`config.mk`:
```
export PLATFORM = sky130hd
export DESIGN_NAME = mtd_control
export DESIGN_NICKNAME = d
export VERILOG_FILES = /design/src/mtd_pkg.sv /design/src/mtd_control.sv /design/src/mtd_overrange.sv
export VERILOG_INCLUDE_DIRS = /design/src
export SDC_FILE = /design/constraint.sdc
export NUM_CORES = 1
export LEC_CHECK = 0
export BUFFER_PORTS_ARGS = -buffer_cell sky130_fd_sc_hd__buf_4
export CAP_MARGIN = 20
export CORE_ASPECT_RATIO = 2
export CORE_UTILIZATION = 25
export CTS_BUF_LIST = sky130_fd_sc_hd__clkbuf_4 sky130_fd_sc_hd__clkbuf_8
export DETAILED_ROUTE_END_ITERATION = 8
export GPL_ROUTABILITY_DRIVEN = 0
export PLACE_DENSITY = 0.54
export SETUP_SLACK_MARGIN = 0.1
export SLEW_MARGIN = 20
export SYNTH_ARGS = -nofsm -noshare
export SYNTH_HDL_FRONTEND = slang
export SYNTH_HIERARCHICAL = 1
export SYNTH_SLANG_ARGS = --single-unit
```
`constraint.sdc`:
```
create_clock -name i_clock -period 2.8 [get_ports i_clock]
set_input_delay 0 -clock i_clock [delete_from_list [all_inputs] [get_ports i_clock]]
set_output_delay 0 -clock i_clock [all_outputs]
set_load 0.03 [all_outputs]
```
`src/mtd_consts.svh`:
```
// Constants for the monitor, temperature and DAC control block.
`ifndef MTD_CONSTS_SVH
`define MTD_CONSTS_SVH
`define MTD_CLK_MHZ         50
`define MTD_TEMP_PERIOD_US  5000
`define MTD_TEMP_PERIOD_CYC (`MTD_TEMP_PERIOD_US * `MTD_CLK_MHZ)
`define MTD_CONV_CYC_DEF    150
`define MTD_SHDN_LIMIT      16'h0258
`define MTD_REF_ADC_BIT     5
`define MTD_REF_DAC_BIT     4
`define MTD_TSENSE_PD_BIT   3
`define MTD_PD_RESET        8'h30
`define MTD_NUM_TEMP        3
`define MTD_NUM_DAC         4
`define MTD_DAC_W           12
`define MTD_TEMP_W          12
`define MTD_CH_R1           2'h0
`define MTD_CH_R2           2'h1
`define MTD_CH_INT          2'h2
`define MTD_MODE_IDLE       2'h0
`define MTD_MODE_CMD        2'h1
`define MTD_MODE_AUTO       2'h2
`endif

```
`src/mtd_pkg.sv`:
```
// Types shared by the monitor, temperature and DAC control block.
`default_nettype none
`include "mtd_consts.svh"
package mtd_pkg;
  typedef enum logic [1:0] {
    MTD_ADC_IDLE = 2'b00,
    MTD_ADC_USER = 2'b01,
    MTD_ADC_TEMP = 2'b10
  } mtd_adc_state_t;

  typedef struct packed {
    logic [1:0]  chan;
    logic [11:0] code;
  } mtd_temp_result_t;

  typedef struct packed {
    logic [11:0] code_a;
    logic [11:0] code_b;
    logic [11:0] code_c;
    logic [11:0] code_d;
  } mtd_dac_codes_t;
endpackage : mtd_pkg
`default_nettype wire

```
`src/mtd_control.sv`:
```
// Temperature scheduling, DAC code handling, shutdown and reference select.
`default_nettype none
`include "mtd_consts.svh"
// Operation
// - Flag trips when shunt exceeds fixed setpoint.
// - Flag also trips on low sense supply.
// - Flag latches until host clears it.
// - Temperatures refreshed in background every 5 ms.
// - Finished integration requests conversion autonomously.
// - Command mode: temperature runs after current conversion.
// - Autocycle: temperature inserted between sequence slots.
// - Idle ADC starts temperature conversion at once.
// - Latest result per temperature channel held.
// - Command mode may read out remote results.
// - Host signed offset added to remote results.
// - Each DAC takes a 12-bit code.
// - DAC codes are bit-inverted internally.
// - Die above 150 C tristates all DACs.
// - Shutdown sets the overtemperature alert bit.
// - Shutdown inactive while sensor powered down.
// - External references after reset; clear D4, D5.
module mtd_control #(
  parameter int unsigned TEMP_PERIOD_CYC = `MTD_TEMP_PERIOD_CYC,
  parameter int unsigned CONV_CYC        = `MTD_CONV_CYC_DEF
) (
  input  wire logic                   i_clock,
  input  wire logic                   i_reset_n,
  input  wire logic [1:0]             i_shunt_above_setpoint,
  input  wire logic [1:0]             i_shunt_below_supply,
  input  wire logic [1:0]             i_shunt_clear,
  input  wire logic [1:0]             i_adc_mode,
  input  wire logic                   i_user_conv_start,
  input  wire logic                   i_slot_boundary,
  input  wire logic [11:0]            i_temp_raw,
  input  wire logic [11:0]            i_offset_r1,
  input  wire logic [11:0]            i_offset_r2,
  input  wire logic [1:0]             i_cmd_read_remote,
  input  wire logic                   i_cmd_read_strobe,
  input  wire mtd_pkg::mtd_dac_codes_t i_dac_codes,
  input  wire logic                   i_dac_load,
  input  wire logic [7:0]             i_pd_wdata,
  input  wire logic                   i_pd_write,
  input  wire logic                   i_overtemp_clear,
  output var  logic [1:0]             o_shunt_overload_flag,
  output var  logic                   o_temp_conv_active,
  output var  logic [1:0]             o_temp_conv_chan,
  output var  logic                   o_user_conv_active,
  output var  logic [11:0]            o_temp_r1,
  output var  logic [11:0]            o_temp_r2,
  output var  logic [11:0]            o_temp_int,
  output var  logic [11:0]            o_cmd_readout,
  output var  logic                   o_cmd_readout_valid,
  output var  mtd_pkg::mtd_dac_codes_t o_dac_tap,
  output var  logic                   o_dac_hiz,
  output var  logic                   o_overtemp_alert,
  output var  logic                   o_int_ref_adc_en,
  output var  logic                   o_int_ref_dac_en,
  output var  logic                   o_tsense_powered
);
  localparam int unsigned PW = $clog2(TEMP_PERIOD_CYC + 1);
  localparam int unsigned CW = $clog2(CONV_CYC + 1);

  genvar gi;
  generate
    for (gi = 0; gi < 2; gi++) begin : g_shunt
      mtd_overrange u_or (
        .i_clock          (i_clock),
        .i_reset_n        (i_reset_n),
        .i_above_setpoint (i_shunt_above_setpoint[gi]),
        .i_below_supply   (i_shunt_below_supply[gi]),
        .i_clear          (i_shunt_clear[gi]),
        .o_flag           (o_shunt_overload_flag[gi])
      );
    end
  endgenerate

  // Integration timing: one channel finishes each third of the period.
  logic [PW-1:0]   integ_cnt_q, integ_cnt_d;
  logic [1:0]      integ_ch_q,  integ_ch_d;
  logic [2:0]      pend_q,      pend_d;
  logic            integ_done;
  localparam int unsigned SLICE = TEMP_PERIOD_CYC / `MTD_NUM_TEMP;

  assign integ_done = (integ_cnt_q == PW'(SLICE - 1));

  // ADC arbitration state.
  mtd_pkg::mtd_adc_state_t st_q, st_d;
  logic [CW-1:0]   conv_cnt_q, conv_cnt_d;
  logic [1:0]      cur_ch_q,   cur_ch_d;
  logic [1:0]      pick;
  logic            have_pend;
  logic            user_busy;
  logic            grant;

  always_comb begin
    pick = `MTD_CH_R1;
    if (!pend_q[0] && pend_q[1]) begin
      pick = `MTD_CH_R2;
    end else if (!pend_q[0] && !pend_q[1]) begin
      pick = `MTD_CH_INT;
    end
  end
  assign have_pend = |pend_q;
  assign user_busy = (st_q == mtd_pkg::MTD_ADC_USER);

  always_comb begin
    integ_cnt_d = integ_cnt_q + PW'(1);
    integ_ch_d  = integ_ch_q;
    pend_d      = pend_q;
    st_d        = st_q;
    conv_cnt_d  = conv_cnt_q;
    cur_ch_d    = cur_ch_q;
    grant       = 1'b0;
    if (integ_done) begin
      integ_cnt_d = '0;
      integ_ch_d  = (integ_ch_q == `MTD_CH_INT) ? `MTD_CH_R1 : integ_ch_q + 2'd1;
    end
    case (st_q)
      mtd_pkg::MTD_ADC_IDLE: begin
        if (have_pend) begin
          grant = 1'b1;
        end else if (i_user_conv_start) begin
          st_d       = mtd_pkg::MTD_ADC_USER;
          conv_cnt_d = CW'(CONV_CYC - 1);
        end
      end
      mtd_pkg::MTD_ADC_USER: begin
        if (conv_cnt_q != '0) begin
          conv_cnt_d = conv_cnt_q - CW'(1);
        end else if (have_pend && i_adc_mode == `MTD_MODE_CMD) begin
          grant = 1'b1;
        end else if (have_pend && i_adc_mode == `MTD_MODE_AUTO && i_slot_boundary) begin
          grant = 1'b1;
        end else begin
          st_d = mtd_pkg::MTD_ADC_IDLE;
        end
      end
      mtd_pkg::MTD_ADC_TEMP: begin
        if (conv_cnt_q != '0) begin
          conv_cnt_d = conv_cnt_q - CW'(1);
        end else begin
          st_d = mtd_pkg::MTD_ADC_IDLE;
        end
      end
      default: begin
        st_d = mtd_pkg::MTD_ADC_IDLE;
      end
    endcase
    if (grant) begin
      st_d         = mtd_pkg::MTD_ADC_TEMP;
      conv_cnt_d   = CW'(CONV_CYC - 1);
      cur_ch_d     = pick;
      pend_d[pick] = 1'b0;
    end
    if (integ_done) begin
      pend_d[integ_ch_q] = 1'b1;
    end
  end

  always_ff @(posedge i_clock or negedge i_reset_n) begin
    if (!i_reset_n) begin
      integ_cnt_q <= '0;
      integ_ch_q  <= `MTD_CH_R1;
      pend_q      <= 3'b000;
      st_q        <= mtd_pkg::MTD_ADC_IDLE;
      conv_cnt_q  <= '0;
      cur_ch_q    <= `MTD_CH_R1;
    end else begin
      integ_cnt_q <= integ_cnt_d;
      integ_ch_q  <= integ_ch_d;
      pend_q      <= pend_d;
      st_q        <= st_d;
      conv_cnt_q  <= conv_cnt_d;
      cur_ch_q    <= cur_ch_d;
    end
  end

  // Result storage with offset correction on remote channels.
  logic [11:0] r1_q, r1_d, r2_q, r2_d, ti_q, ti_d;
  logic [11:0] rd_q, rd_d;
  logic        rdv_q, rdv_d;
  logic        temp_done;

  assign temp_done = (st_q == mtd_pkg::MTD_ADC_TEMP) && (conv_cnt_q == '0);

  always_comb begin
    r1_d  = r1_q;
    r2_d  = r2_q;
    ti_d  = ti_q;
    rd_d  = rd_q;
    rdv_d = 1'b0;
    if (temp_done) begin
      case (cur_ch_q)
        `MTD_CH_R1:  r1_d = i_temp_raw + i_offset_r1;
        `MTD_CH_R2:  r2_d = i_temp_raw + i_offset_r2;
        default:     ti_d = i_temp_raw;
      endcase
    end
    if (i_cmd_read_strobe && i_adc_mode == `MTD_MODE_CMD && |i_cmd_read_remote) begin
      rdv_d = 1'b1;
      rd_d  = i_cmd_read_remote[0] ? r1_q : r2_q;
    end
  end

  always_ff @(posedge i_clock or negedge i_reset_n) begin
    if (!i_reset_n) begin
      r1_q  <= '0;
      r2_q  <= '0;
      ti_q  <= '0;
      rd_q  <= '0;
      rdv_q <= 1'b0;
    end else begin
      r1_q  <= r1_d;
      r2_q  <= r2_d;
      ti_q  <= ti_d;
      rd_q  <= rd_d;
      rdv_q <= rdv_d;
    end
  end

  // Power-down register, DAC taps and thermal shutdown.
  logic [7:0]              pd_q,   pd_d;
  mtd_pkg::mtd_dac_codes_t tap_q,  tap_d;
  logic                    hiz_q,  hiz_d;
  logic                    ota_q,  ota_d;
  logic                    hot;
  logic [4:0]              stat_q, stat_d;

  assign hot = !pd_q[`MTD_TSENSE_PD_BIT] && ($signed({4'h0, ti_q}) > $signed(`MTD_SHDN_LIMIT));

  always_comb begin
    pd_d  = pd_q;
    tap_d = tap_q;
    ota_d = ota_q;
    if (i_pd_write) begin
      pd_d = i_pd_wdata;
    end
    if (i_dac_load) begin
      tap_d = ~i_dac_codes;
    end
    hiz_d = hot;
    stat_d = {st_d == mtd_pkg::MTD_ADC_TEMP, st_d == mtd_pkg::MTD_ADC_USER,
              ~pd_d[`MTD_REF_ADC_BIT], ~pd_d[`MTD_REF_DAC_BIT], ~pd_d[`MTD_TSENSE_PD_BIT]};
    if (i_overtemp_clear) begin
      ota_d = 1'b0;
    end
    if (hot) begin
      ota_d = 1'b1;
    end
  end

  always_ff @(posedge i_clock or negedge i_reset_n) begin
    if (!i_reset_n) begin
      pd_q  <= `MTD_PD_RESET;
      tap_q <= '1;
      hiz_q <= 1'b0;
      ota_q <= 1'b0;
      stat_q <= {2'b00, ~3'(`MTD_PD_RESET >> `MTD_TSENSE_PD_BIT)};
    end else begin
      pd_q  <= pd_d;
      tap_q <= tap_d;
      hiz_q <= hiz_d;
      ota_q <= ota_d;
      stat_q <= stat_d;
    end
  end

  assign o_temp_conv_active  = stat_q[4];
  assign o_temp_conv_chan    = cur_ch_q;
  assign o_user_conv_active  = stat_q[3];
  assign o_temp_r1           = r1_q;
  assign o_temp_r2           = r2_q;
  assign o_temp_int          = ti_q;
  assign o_cmd_readout       = rd_q;
  assign o_cmd_readout_valid = rdv_q;
  assign o_dac_tap           = tap_q;
  assign o_dac_hiz           = hiz_q;
  assign o_overtemp_alert    = ota_q;
  // The internal reference runs while its bit is zero.
  assign o_int_ref_adc_en    = stat_q[2];
  assign o_int_ref_dac_en    = stat_q[1];
  assign o_tsense_powered    = stat_q[0];

  property p_idle_starts;
    @(posedge i_clock) disable iff (!i_reset_n)
      (st_q == mtd_pkg::MTD_ADC_IDLE && have_pend) |=> (st_q == mtd_pkg::MTD_ADC_TEMP);
  endproperty
  a_idle_starts: assert property (p_idle_starts)
    else $error("Idle ADC did not start pending temperature conversion.");

  property p_cmd_follows;
    @(posedge i_clock) disable iff (!i_reset_n)
      (user_busy && conv_cnt_q == '0 && have_pend && i_adc_mode == `MTD_MODE_CMD)
      |=> (st_q == mtd_pkg::MTD_ADC_TEMP);
  endproperty
  a_cmd_follows: assert property (p_cmd_follows)
    else $error("Temperature conversion did not follow command conversion.");
  property p_integ_pends;
    @(posedge i_clock) disable iff (!i_reset_n)
      integ_done |=> pend_q[$past(integ_ch_q)];
  endproperty
  a_integ_pends: assert property (p_integ_pends)
    else $error("Finished integration raised no request.");
  property p_order;
    @(posedge i_clock) disable iff (!i_reset_n)
      (grant && pend_q[0]) |=> (cur_ch_q == `MTD_CH_R1);
  endproperty
  a_order: assert property (p_order)
    else $error("Requests not served in channel order.");
  property p_offset;
    @(posedge i_clock) disable iff (!i_reset_n)
      (temp_done && cur_ch_q == `MTD_CH_R1) |=> (r1_q == $past(i_temp_raw) + $past(i_offset_r1));
  endproperty
  a_offset: assert property (p_offset)
    else $error("Remote result lacks offset correction.");
  property p_invert;
    @(posedge i_clock) disable iff (!i_reset_n)
      i_dac_load |=> (tap_q == ~$past(i_dac_codes));
  endproperty
  a_invert: assert property (p_invert)
    else $error("DAC code not inverted.");

  property p_shutdown;
    @(posedge i_clock) disable iff (!i_reset_n)
      hot |=> (hiz_q && ota_q);
  endproperty
  a_shutdown: assert property (p_shutdown)
    else $error("Overtemperature did not tristate DACs and raise alert.");

  property p_pd_blocks;
    @(posedge i_clock) disable iff (!i_reset_n)
      pd_q[`MTD_TSENSE_PD_BIT] |=> !hiz_q;
  endproperty
  a_pd_blocks: assert property (p_pd_blocks)
    else $error("Shutdown active with sensor powered down.");
endmodule : mtd_control
`default_nettype wire

```
`src/mtd_overrange.sv`:
```
// Latching over-range flag for one shunt channel.
`default_nettype none
module mtd_overrange (
  input  wire logic i_clock,
  input  wire logic i_reset_n,
  input  wire logic i_above_setpoint,
  input  wire logic i_below_supply,
  input  wire logic i_clear,
  output var  logic o_flag
);
  logic [1:0] sync_a_q, sync_a_d;
  logic [1:0] sync_b_q, sync_b_d;
  logic       flag_q,   flag_d;

  always_comb begin
    sync_a_d = {sync_a_q[0], i_above_setpoint};
    sync_b_d = {sync_b_q[0], i_below_supply};
    flag_d   = flag_q;
    if (i_clear) begin
      flag_d = 1'b0;
    end
    // A new trip in the clearing cycle wins over the clear.
    if (sync_a_q[1] || sync_b_q[1]) begin
      flag_d = 1'b1;
    end
  end

  always_ff @(posedge i_clock or negedge i_reset_n) begin
    if (!i_reset_n) begin
      sync_a_q <= 2'b00;
      sync_b_q <= 2'b00;
      flag_q   <= 1'b0;
    end else begin
      sync_a_q <= sync_a_d;
      sync_b_q <= sync_b_d;
      flag_q   <= flag_d;
    end
  end

  assign o_flag = flag_q;

  property p_trip_latches;
    @(posedge i_clock) disable iff (!i_reset_n)
      (sync_a_q[1] || sync_b_q[1]) |=> flag_q;
  endproperty
  a_trip_latches: assert property (p_trip_latches)
    else $error("Over-range trip did not set the flag.");

  property p_hold_until_clear;
    @(posedge i_clock) disable iff (!i_reset_n)
      (flag_q && !i_clear) |=> flag_q;
  endproperty
  a_hold_until_clear: assert property (p_hold_until_clear)
    else $error("Over-range flag dropped without a clear.");
endmodule : mtd_overrange
`default_nettype wire

```
==> metrics.txt, run 1 <==
outcome finished clean; CP max FO 3; Routed wire per std cell 15.67 um; # nets final 1122; CTS Root Cell clkbuf_8; Core Area 0.02830 mm^2; number of distinct library cells after synthesis 64; post-detail-place hpwl 16.01 mm; IO Port Bufs 212; worst path required time 3.17 ns; Max-slew headroom 44.80%; Seq/Total Area, Yosys 53.46%; post-route ant nets 0; first-pass GRT wire length 33.14 mm; Final Routed Wirelength 21.17 mm; post-synth top area share 34.94%; placed inst area 0.009325 mm^2; worst setup slack after layout 0.3278 ns; most frequent cells in the layout buf_4 (224), dfrtp_1 (101), dlygate4sd3_1 (90); DRT iter0 DRCs 167; WHS 0.04869 ns; largest cells by area after synthesis dfrtp_1 (35%), dfstp_2 (19%), mux2i_1 (8.9%); leakage 5.099 nW; leading cell type in the layout, fill and taps excluded buf_4; Place WS 0.4522 ns; Final Setup Violations 0; Die Span X 122.3 um; ys async rst share 100.0%; number of global-route vias before repair 6378; RSZ-0062 raised after global routing no; maximum clock frequency 0.4045 GHz; syn_area_per_cell 10.93 um^2; clk sink count 152; share of layout cells above drive strength 1 33.50%; final hold violations 0; Total GRT Usage 15.01%; io pins 218; type of the worst min-delay path in2reg; GRT overflow 0; DR vias 5910; Initial DRT Pass Iterations 4; Rows 87; power per cell area 502.0 mW/mm^2; Synth Flop Type dfrtp_1; final worst path period need 2.472 ns; Synth area leader dfrtp_1; Die Area 0.02966 mm^2; Post-route DRC 0; worst-skew pair later-pin latency 0.48 ns; Longest Clk Path Bufs 2; final instance area 0.01067 mm^2; total CTS buffers 17; Synthesis Warnings 6; initial core utilization 25.56%; startpoint type of the worst setup path input port; die height 242.6 um; number of synthesized flops with an enable pin 0; Setup CP Type in2reg; syn_nets 803; H-tree Lvls 4; largest net degree at the start of global routing 65; # Max-Cap Violations 0; clock-pin slew on the worst setup and hold paths 0.08 ns; Cell Area, Synth 0.007234 mm^2; Worst-Margin Slew 0.8280 ns; Core Util, Final 37.71%; Max Transition Viols Final 0; vias per cell 4.375; period utilisation layout 88.29%; area grow syn2layout 47.53%; element type at the critical path end flop; CTS tree yes; Final Skew 0.01122 ns; Critical Path AT 2.84 ns; Mapped Cells 662; number of synthesized register bits 152; setup tns final 0 ns; initial antenna violation count 1; Max VDD drop 0.0003596 V
==> synthesized netlist by cell type (all sizes together), types with 3 or more instances <==
master,n
dfrtp,101
inv,70
mux2i,64
dfstp,51
nor2,51
nand2,48
o21ai,39
a21oi,31
ha,29
xor2,20
nand3,18
xnor2,14
clkbuf,13
mux2,13
o31ai,9
nor3,8
a21o,7
a211oi,6
nand2b,6
nand4b,4
nor2b,4
o21a,4
or3,4
a31oi,3
and3,3
buf,3
nor3b,3
or4,3
==> cell type report <==
type                            count  area (um^2)
Fill cell                        2858        17630
Sequential cell                   152         3867
Multi-Input combinational cell    424         3037
Timing Repair Buffer              316         2614
Tap cell                          356        445.4
Clock buffer                       21        276.5
Inverter                           70        262.8
Clock inverter                     11        167.7
Antenna cell                        1        2.502
==> metal layers <==
metal	track usage [%]	vias to the layer above	wire length, um
met5	0	-	0
met2	28.70	148	12010
met3	3.571	37	875
met1	14.31	2818	7544
met4	7.532	0	735
li1	-	2907	-
==> worst max-delay path, cell delays in order <==
cell and delay, ns:
dlygate4sd3_1 0.53, buf_4 0.12, ha_1 0.19, inv_1 0.07
fa_1 0.41, nand2b_1 0.20, a21oi_1 0.21, o21ai_1 0.16
a21oi_1 0.21, o21a_1 0.13, dlygate4sd3_1 0.54, o31ai_1 0.07
==> metrics by stage <==
stage	std cells	total power, W
6_report	1351	0.005357
3_3_place_gp	1228	0.003397
2_1_floorplan	662	0.002975
3_5_place_dp	1228	0.003412
4_1_cts	1350	0.005475
5_1_grt	1351	0.005646
==> timing repair <==
item | in CTS | in global routing
endpoints found under the hold margin | 166 | 0
buffers inserted | 0 | 0
setup endpoints to repair | 0 | 1
gates resized for setup | 0 | 1
hold buffers | 90 | 0
==> power by group <==
part,switching (W),internal (W),leakage [nW]
clock,0.000851,0.00104,0.225
combinational,0.000569,0.000479,3.23
sequential,0.0000593,0.00236,1.65
total,0.00148,0.00388,5.10
==> state kept, by name, summed over array words and instances (netlist names), 3 cells and up <==
register	count
o_temp_r2	12
integ_cnt_q	18
o_temp_int	12
stat_q	5
o_cmd_readout	12
pend_q	3
g_shunt.u_or/sync_b_q	4
pd_q	3
g_shunt.u_or/sync_a_q	4
o_dac_tap	48
conv_cnt_q	8
o_temp_r1	12
==> logic make-up after synthesis <==
group | synth area share [%]
AND/OR/NAND/NOR | 11.16
multiplexers | 10.88
adder cells (fa/ha/maj) | 5.569
buffers and inverters | 4.566
XOR/XNOR | 4.116
AO/OA/AOI/OAI | 10.26
flip-flops | 53.46
==> final timing paths <==
| kind | start | to | slack (ns) | depth (start not counted) |
|---|---|---|---|---|
| worst max-delay path | i_temp_raw[0] | o_temp_r2[10]$_DFFE_PN0P_ | 0.33 | 12 |
| worst min-delay path | i_offset_r1[2] | o_temp_r1[2]$_DFFE_PN0P_ | 0.05 | 4 |
| worst max register to register | conv_cnt_q[0]$_DFFE_PN0P_ | conv_cnt_q[4]$_DFFE_PN0P_ | 0.45 | 8 |
| worst min register to register | g_shunt[1].u_or/sync_a_q[0]$_DFF_PN0_ | g_shunt[1].u_or/sync_a_q[1]$_DFF_PN0_ | 0.35 | 0 |
| max in group asynchronous | i_reset_n | o_dac_tap[10]$_DFFE_PN1P_ | 1.91 | 3 |
| min in group asynchronous | i_reset_n | o_cmd_readout[0]$_DFFE_PN0P_ | 0.09 | 2 |
Note: power is estimated with default switching activity, not from simulation.
==> run 2: changes to the inputs <==
--- a/config.mk
+++ b/config.mk
@@ -7,13 +7,13 @@
 export NUM_CORES = 1
 export LEC_CHECK = 0
 export BUFFER_PORTS_ARGS = -buffer_cell sky130_fd_sc_hd__buf_4
-export CAP_MARGIN = 20
+export CAP_MARGIN = 10
 export CORE_ASPECT_RATIO = 2
 export CORE_UTILIZATION = 25
 export CTS_BUF_LIST = sky130_fd_sc_hd__clkbuf_4 sky130_fd_sc_hd__clkbuf_8
 export DETAILED_ROUTE_END_ITERATION = 8
 export GPL_ROUTABILITY_DRIVEN = 0
-export PLACE_DENSITY = 0.54
+export PLACE_DENSITY = 0.55
 export SETUP_SLACK_MARGIN = 0.1
 export SLEW_MARGIN = 20
 export SYNTH_ARGS = -nofsm -noshare
==> constraint.sdc (replaced) <==
create_clock -name i_clock -period 2.1 [get_ports i_clock]
set_input_delay 0 -clock i_clock [delete_from_list [all_inputs] [get_ports i_clock]]
set_output_delay 0 -clock i_clock [all_outputs]
set_load 0.03 [all_outputs]
==> run 2 against run 1 <==
Net effect:
- the flow now finishes with violations (setup timing)
- count of clock-buffer cells in the layout is 3 lower
- die area stayed put
- setup slack worse by 0.41 ns
- total power is 28% higher
- clock power is 17% higher
- global-route usage is 0.28 points higher
- sequential share of layout area is 2.4 points lower
- clock skew is 0.0031 ns higher
- via count is 5.7% higher
- hold slack worse by 0.018 ns
- first-iteration DRC count is 6.0% higher
- sequential power is 33% higher
- critical path type is now reg2reg
==> metrics.txt, run 2 (synthesis gave the netlist of run 1 again) <==
outcome finished, violations left (was finished clean); failing checks setup timing; CTS Root Cell clkbuf_8 (unchanged); initial antenna violation count 1 (unchanged); leading cell type in the layout, fill and taps excluded buf_4 (unchanged); final hold violations 0 (unchanged); vias per cell 4.485 (was 4.375); DRT iter0 DRCs 177 (was 167); largest net degree at the start of global routing 53 (was 65); leakage 5.371 nW (was 5.099 nW); total CTS buffers 17 (unchanged); startpoint type of the worst setup path flop (was input port); clk sink count 152 (unchanged); IO Port Bufs 212 (unchanged); Setup CP Type reg2reg (was in2reg); max reg flops 48 (unchanged); Place WS -0.1044 ns (was 0.4522 ns); Worst-Margin Slew 0.8138 ns (was 0.8280 ns); # nets final 1164 (was 1122); initial core utilization 25.56% (unchanged); Final Setup Violations 14 (was 0); period utilisation layout 104.0%; area grow syn2layout 57.85% (was 47.53%); Core Area 0.02830 mm^2 (unchanged); worst path required time 2.49 ns (was 3.17 ns); worst setup slack after layout -0.08420 ns (was 0.3278 ns); reg-to-reg startpoint conv_cnt_q[3]$_DFFE_PN0P_ (was conv_cnt_q[0]$_DFFE_PN0P_); first-pass GRT wire length 33.99 mm (was 33.14 mm); Die Span X 122.3 um (unchanged); GRT overflow 0 (unchanged); final instance area 0.01142 mm^2 (was 0.01067 mm^2); Die Area 0.02966 mm^2 (unchanged); Final Routed Wirelength 22.48 mm (was 21.17 mm); RSZ-0062 raised after global routing yes (was no); Initial DRT Pass Iterations 6 (was 4); Longest Clk Path Bufs 2 (unchanged); clock-pin slew on the worst setup and hold paths 0.10 ns (was 0.08 ns); most frequent cells in the layout buf_4 (243), dfrtp_1 (101), dlygate4sd3_1 (90) (was buf_4 (224), dfrtp_1 (101), dlygate4sd3_1 (90)); Routed wire per std cell 16.14 um (was 15.67 um); Core Util, Final 40.35% (was 37.71%); post-detail-place hpwl 16.31 mm (was 16.01 mm); Final Skew 0.01432 ns (was 0.01122 ns); Layout fillers 2772 (was 2858); DR vias 6247 (was 5910); crit path from conv_cnt_q[3]$_DFFE_PN0P_ (was i_temp_raw[0]); number of global-route vias before repair 6520 (was 6378); type of the worst min-delay path in2async (was in2reg); worst-skew pair later-pin latency 0.48 ns (about the same); Post-route DRC 0 (unchanged); H-tree Lvls 4 (unchanged); post-route ant nets 0 (unchanged); placed inst area 0.009519 mm^2 (was 0.009325 mm^2); # Max-Cap Violations 0 (unchanged); CTS tree yes (unchanged); multi-input logic area 0.003326 mm^2 (was 0.003037 mm^2); io pins 218 (unchanged); Total GRT Usage 15.29% (was 15.01%); final worst path period need 2.184 ns; Max Transition Viols Final 0 (unchanged); Max-slew headroom 45.75% (was 44.80%); Reg area 0.003867 mm^2 (unchanged); element type at the critical path end flop (unchanged); Critical Path AT 2.57 ns (was 2.84 ns); power per cell area 602.7 mW/mm^2 (was 502.0 mW/mm^2); die height 242.6 um (unchanged); maximum clock frequency 0.4578 GHz; CP max FO 4 (was 3); Rows 87 (unchanged); share of layout cells above drive strength 1 41.41% (was 33.50%); Max VDD drop 0.0003315 V (was 0.0003596 V)
-- run 2: final cells by class --
class	instances	area share, %
inverters	70	2.301
diodes	1	0.02191
clock inverters	14	1.271
repair buffers	358	27.40
well taps	356	3.901
flip-flops and latches	152	33.87
clock buffers	18	2.115
multi-input cells	424	29.12
-- run 2: repair_timing --
action | in CTS | in global routing
gates cloned | 4 | 3
hold buffers | 90 | 0
gates resized for setup | 40 | 69
endpoints found under the hold margin | 224 | 0
setup endpoints to repair | 33 | 49
buffers inserted | 6 | 9
pin swaps | 7 | 10
-- run 2: path summary, 6_finish.rpt --
| path | endpoint | slack [ns] | cells past startpoint |
|---|---|---|---|
| worst max-delay path | stat_q[3]$_DFF_PN0_ | -0.08 | 6 |
| worst min-delay path | o_cmd_readout_valid$_DFF_PN0_ | 0.03 | 2 |
| worst max register to register | stat_q[3]$_DFF_PN0_ | -0.08 | 6 |
| worst min register to register | g_shunt[0].u_or/sync_a_q[1]$_DFF_PN0_ | 0.35 | 0 |
| max in group asynchronous | o_dac_tap[16]$_DFFE_PN1P_ | 1.30 | 3 |
| min in group i_clock | o_temp_r1[5]$_DFFE_PN0P_ | 0.04 | 4 |
-- run 2: stage by stage --
step | instances | hold WS (ns) | power (W) | setup TNS (ns)
finish | 1393 | 0.03032 | 0.006882 | -0.3809
global route | 1393 | 0.04595 | 0.007230 | -2.024
CTS | 1380 | 0.01124 | 0.007005 | -0.3440
detailed placement | 1248 | -0.001856 | 0.004563 | -0.1332
global placement | 1248 | 0.0004212 | 0.004544 | -0.05216
floorplan | 662 | -0.2956 | 0.003967 | 0
-- run 2: where the power goes --
group / internal (W) / switching (W)
Sequential: 0.00315 / 0.0000845
Combinational: 0.000654 / 0.000778
Clock: 0.000974 / 0.00124
-- run 2: worst max-delay path: stages, from the launching register on --
cell and delay (ns):
dfrtp_1 0.39, or4_4 0.58, or3_4 0.36, a21oi_2 0.16, nor2_2 0.06, or4_1 0.48
o41ai_2 0.06
-- run 2: per-layer routing --
| metal | wire length, um | track usage (%) |
|---|---|---|
| met5 | 0 | 0 |
| met4 | 891 | 7.999 |
| met3 | 951 | 3.125 |
| met2 | 12550 | 28.54 |
| met1 | 8088 | 15.39 |
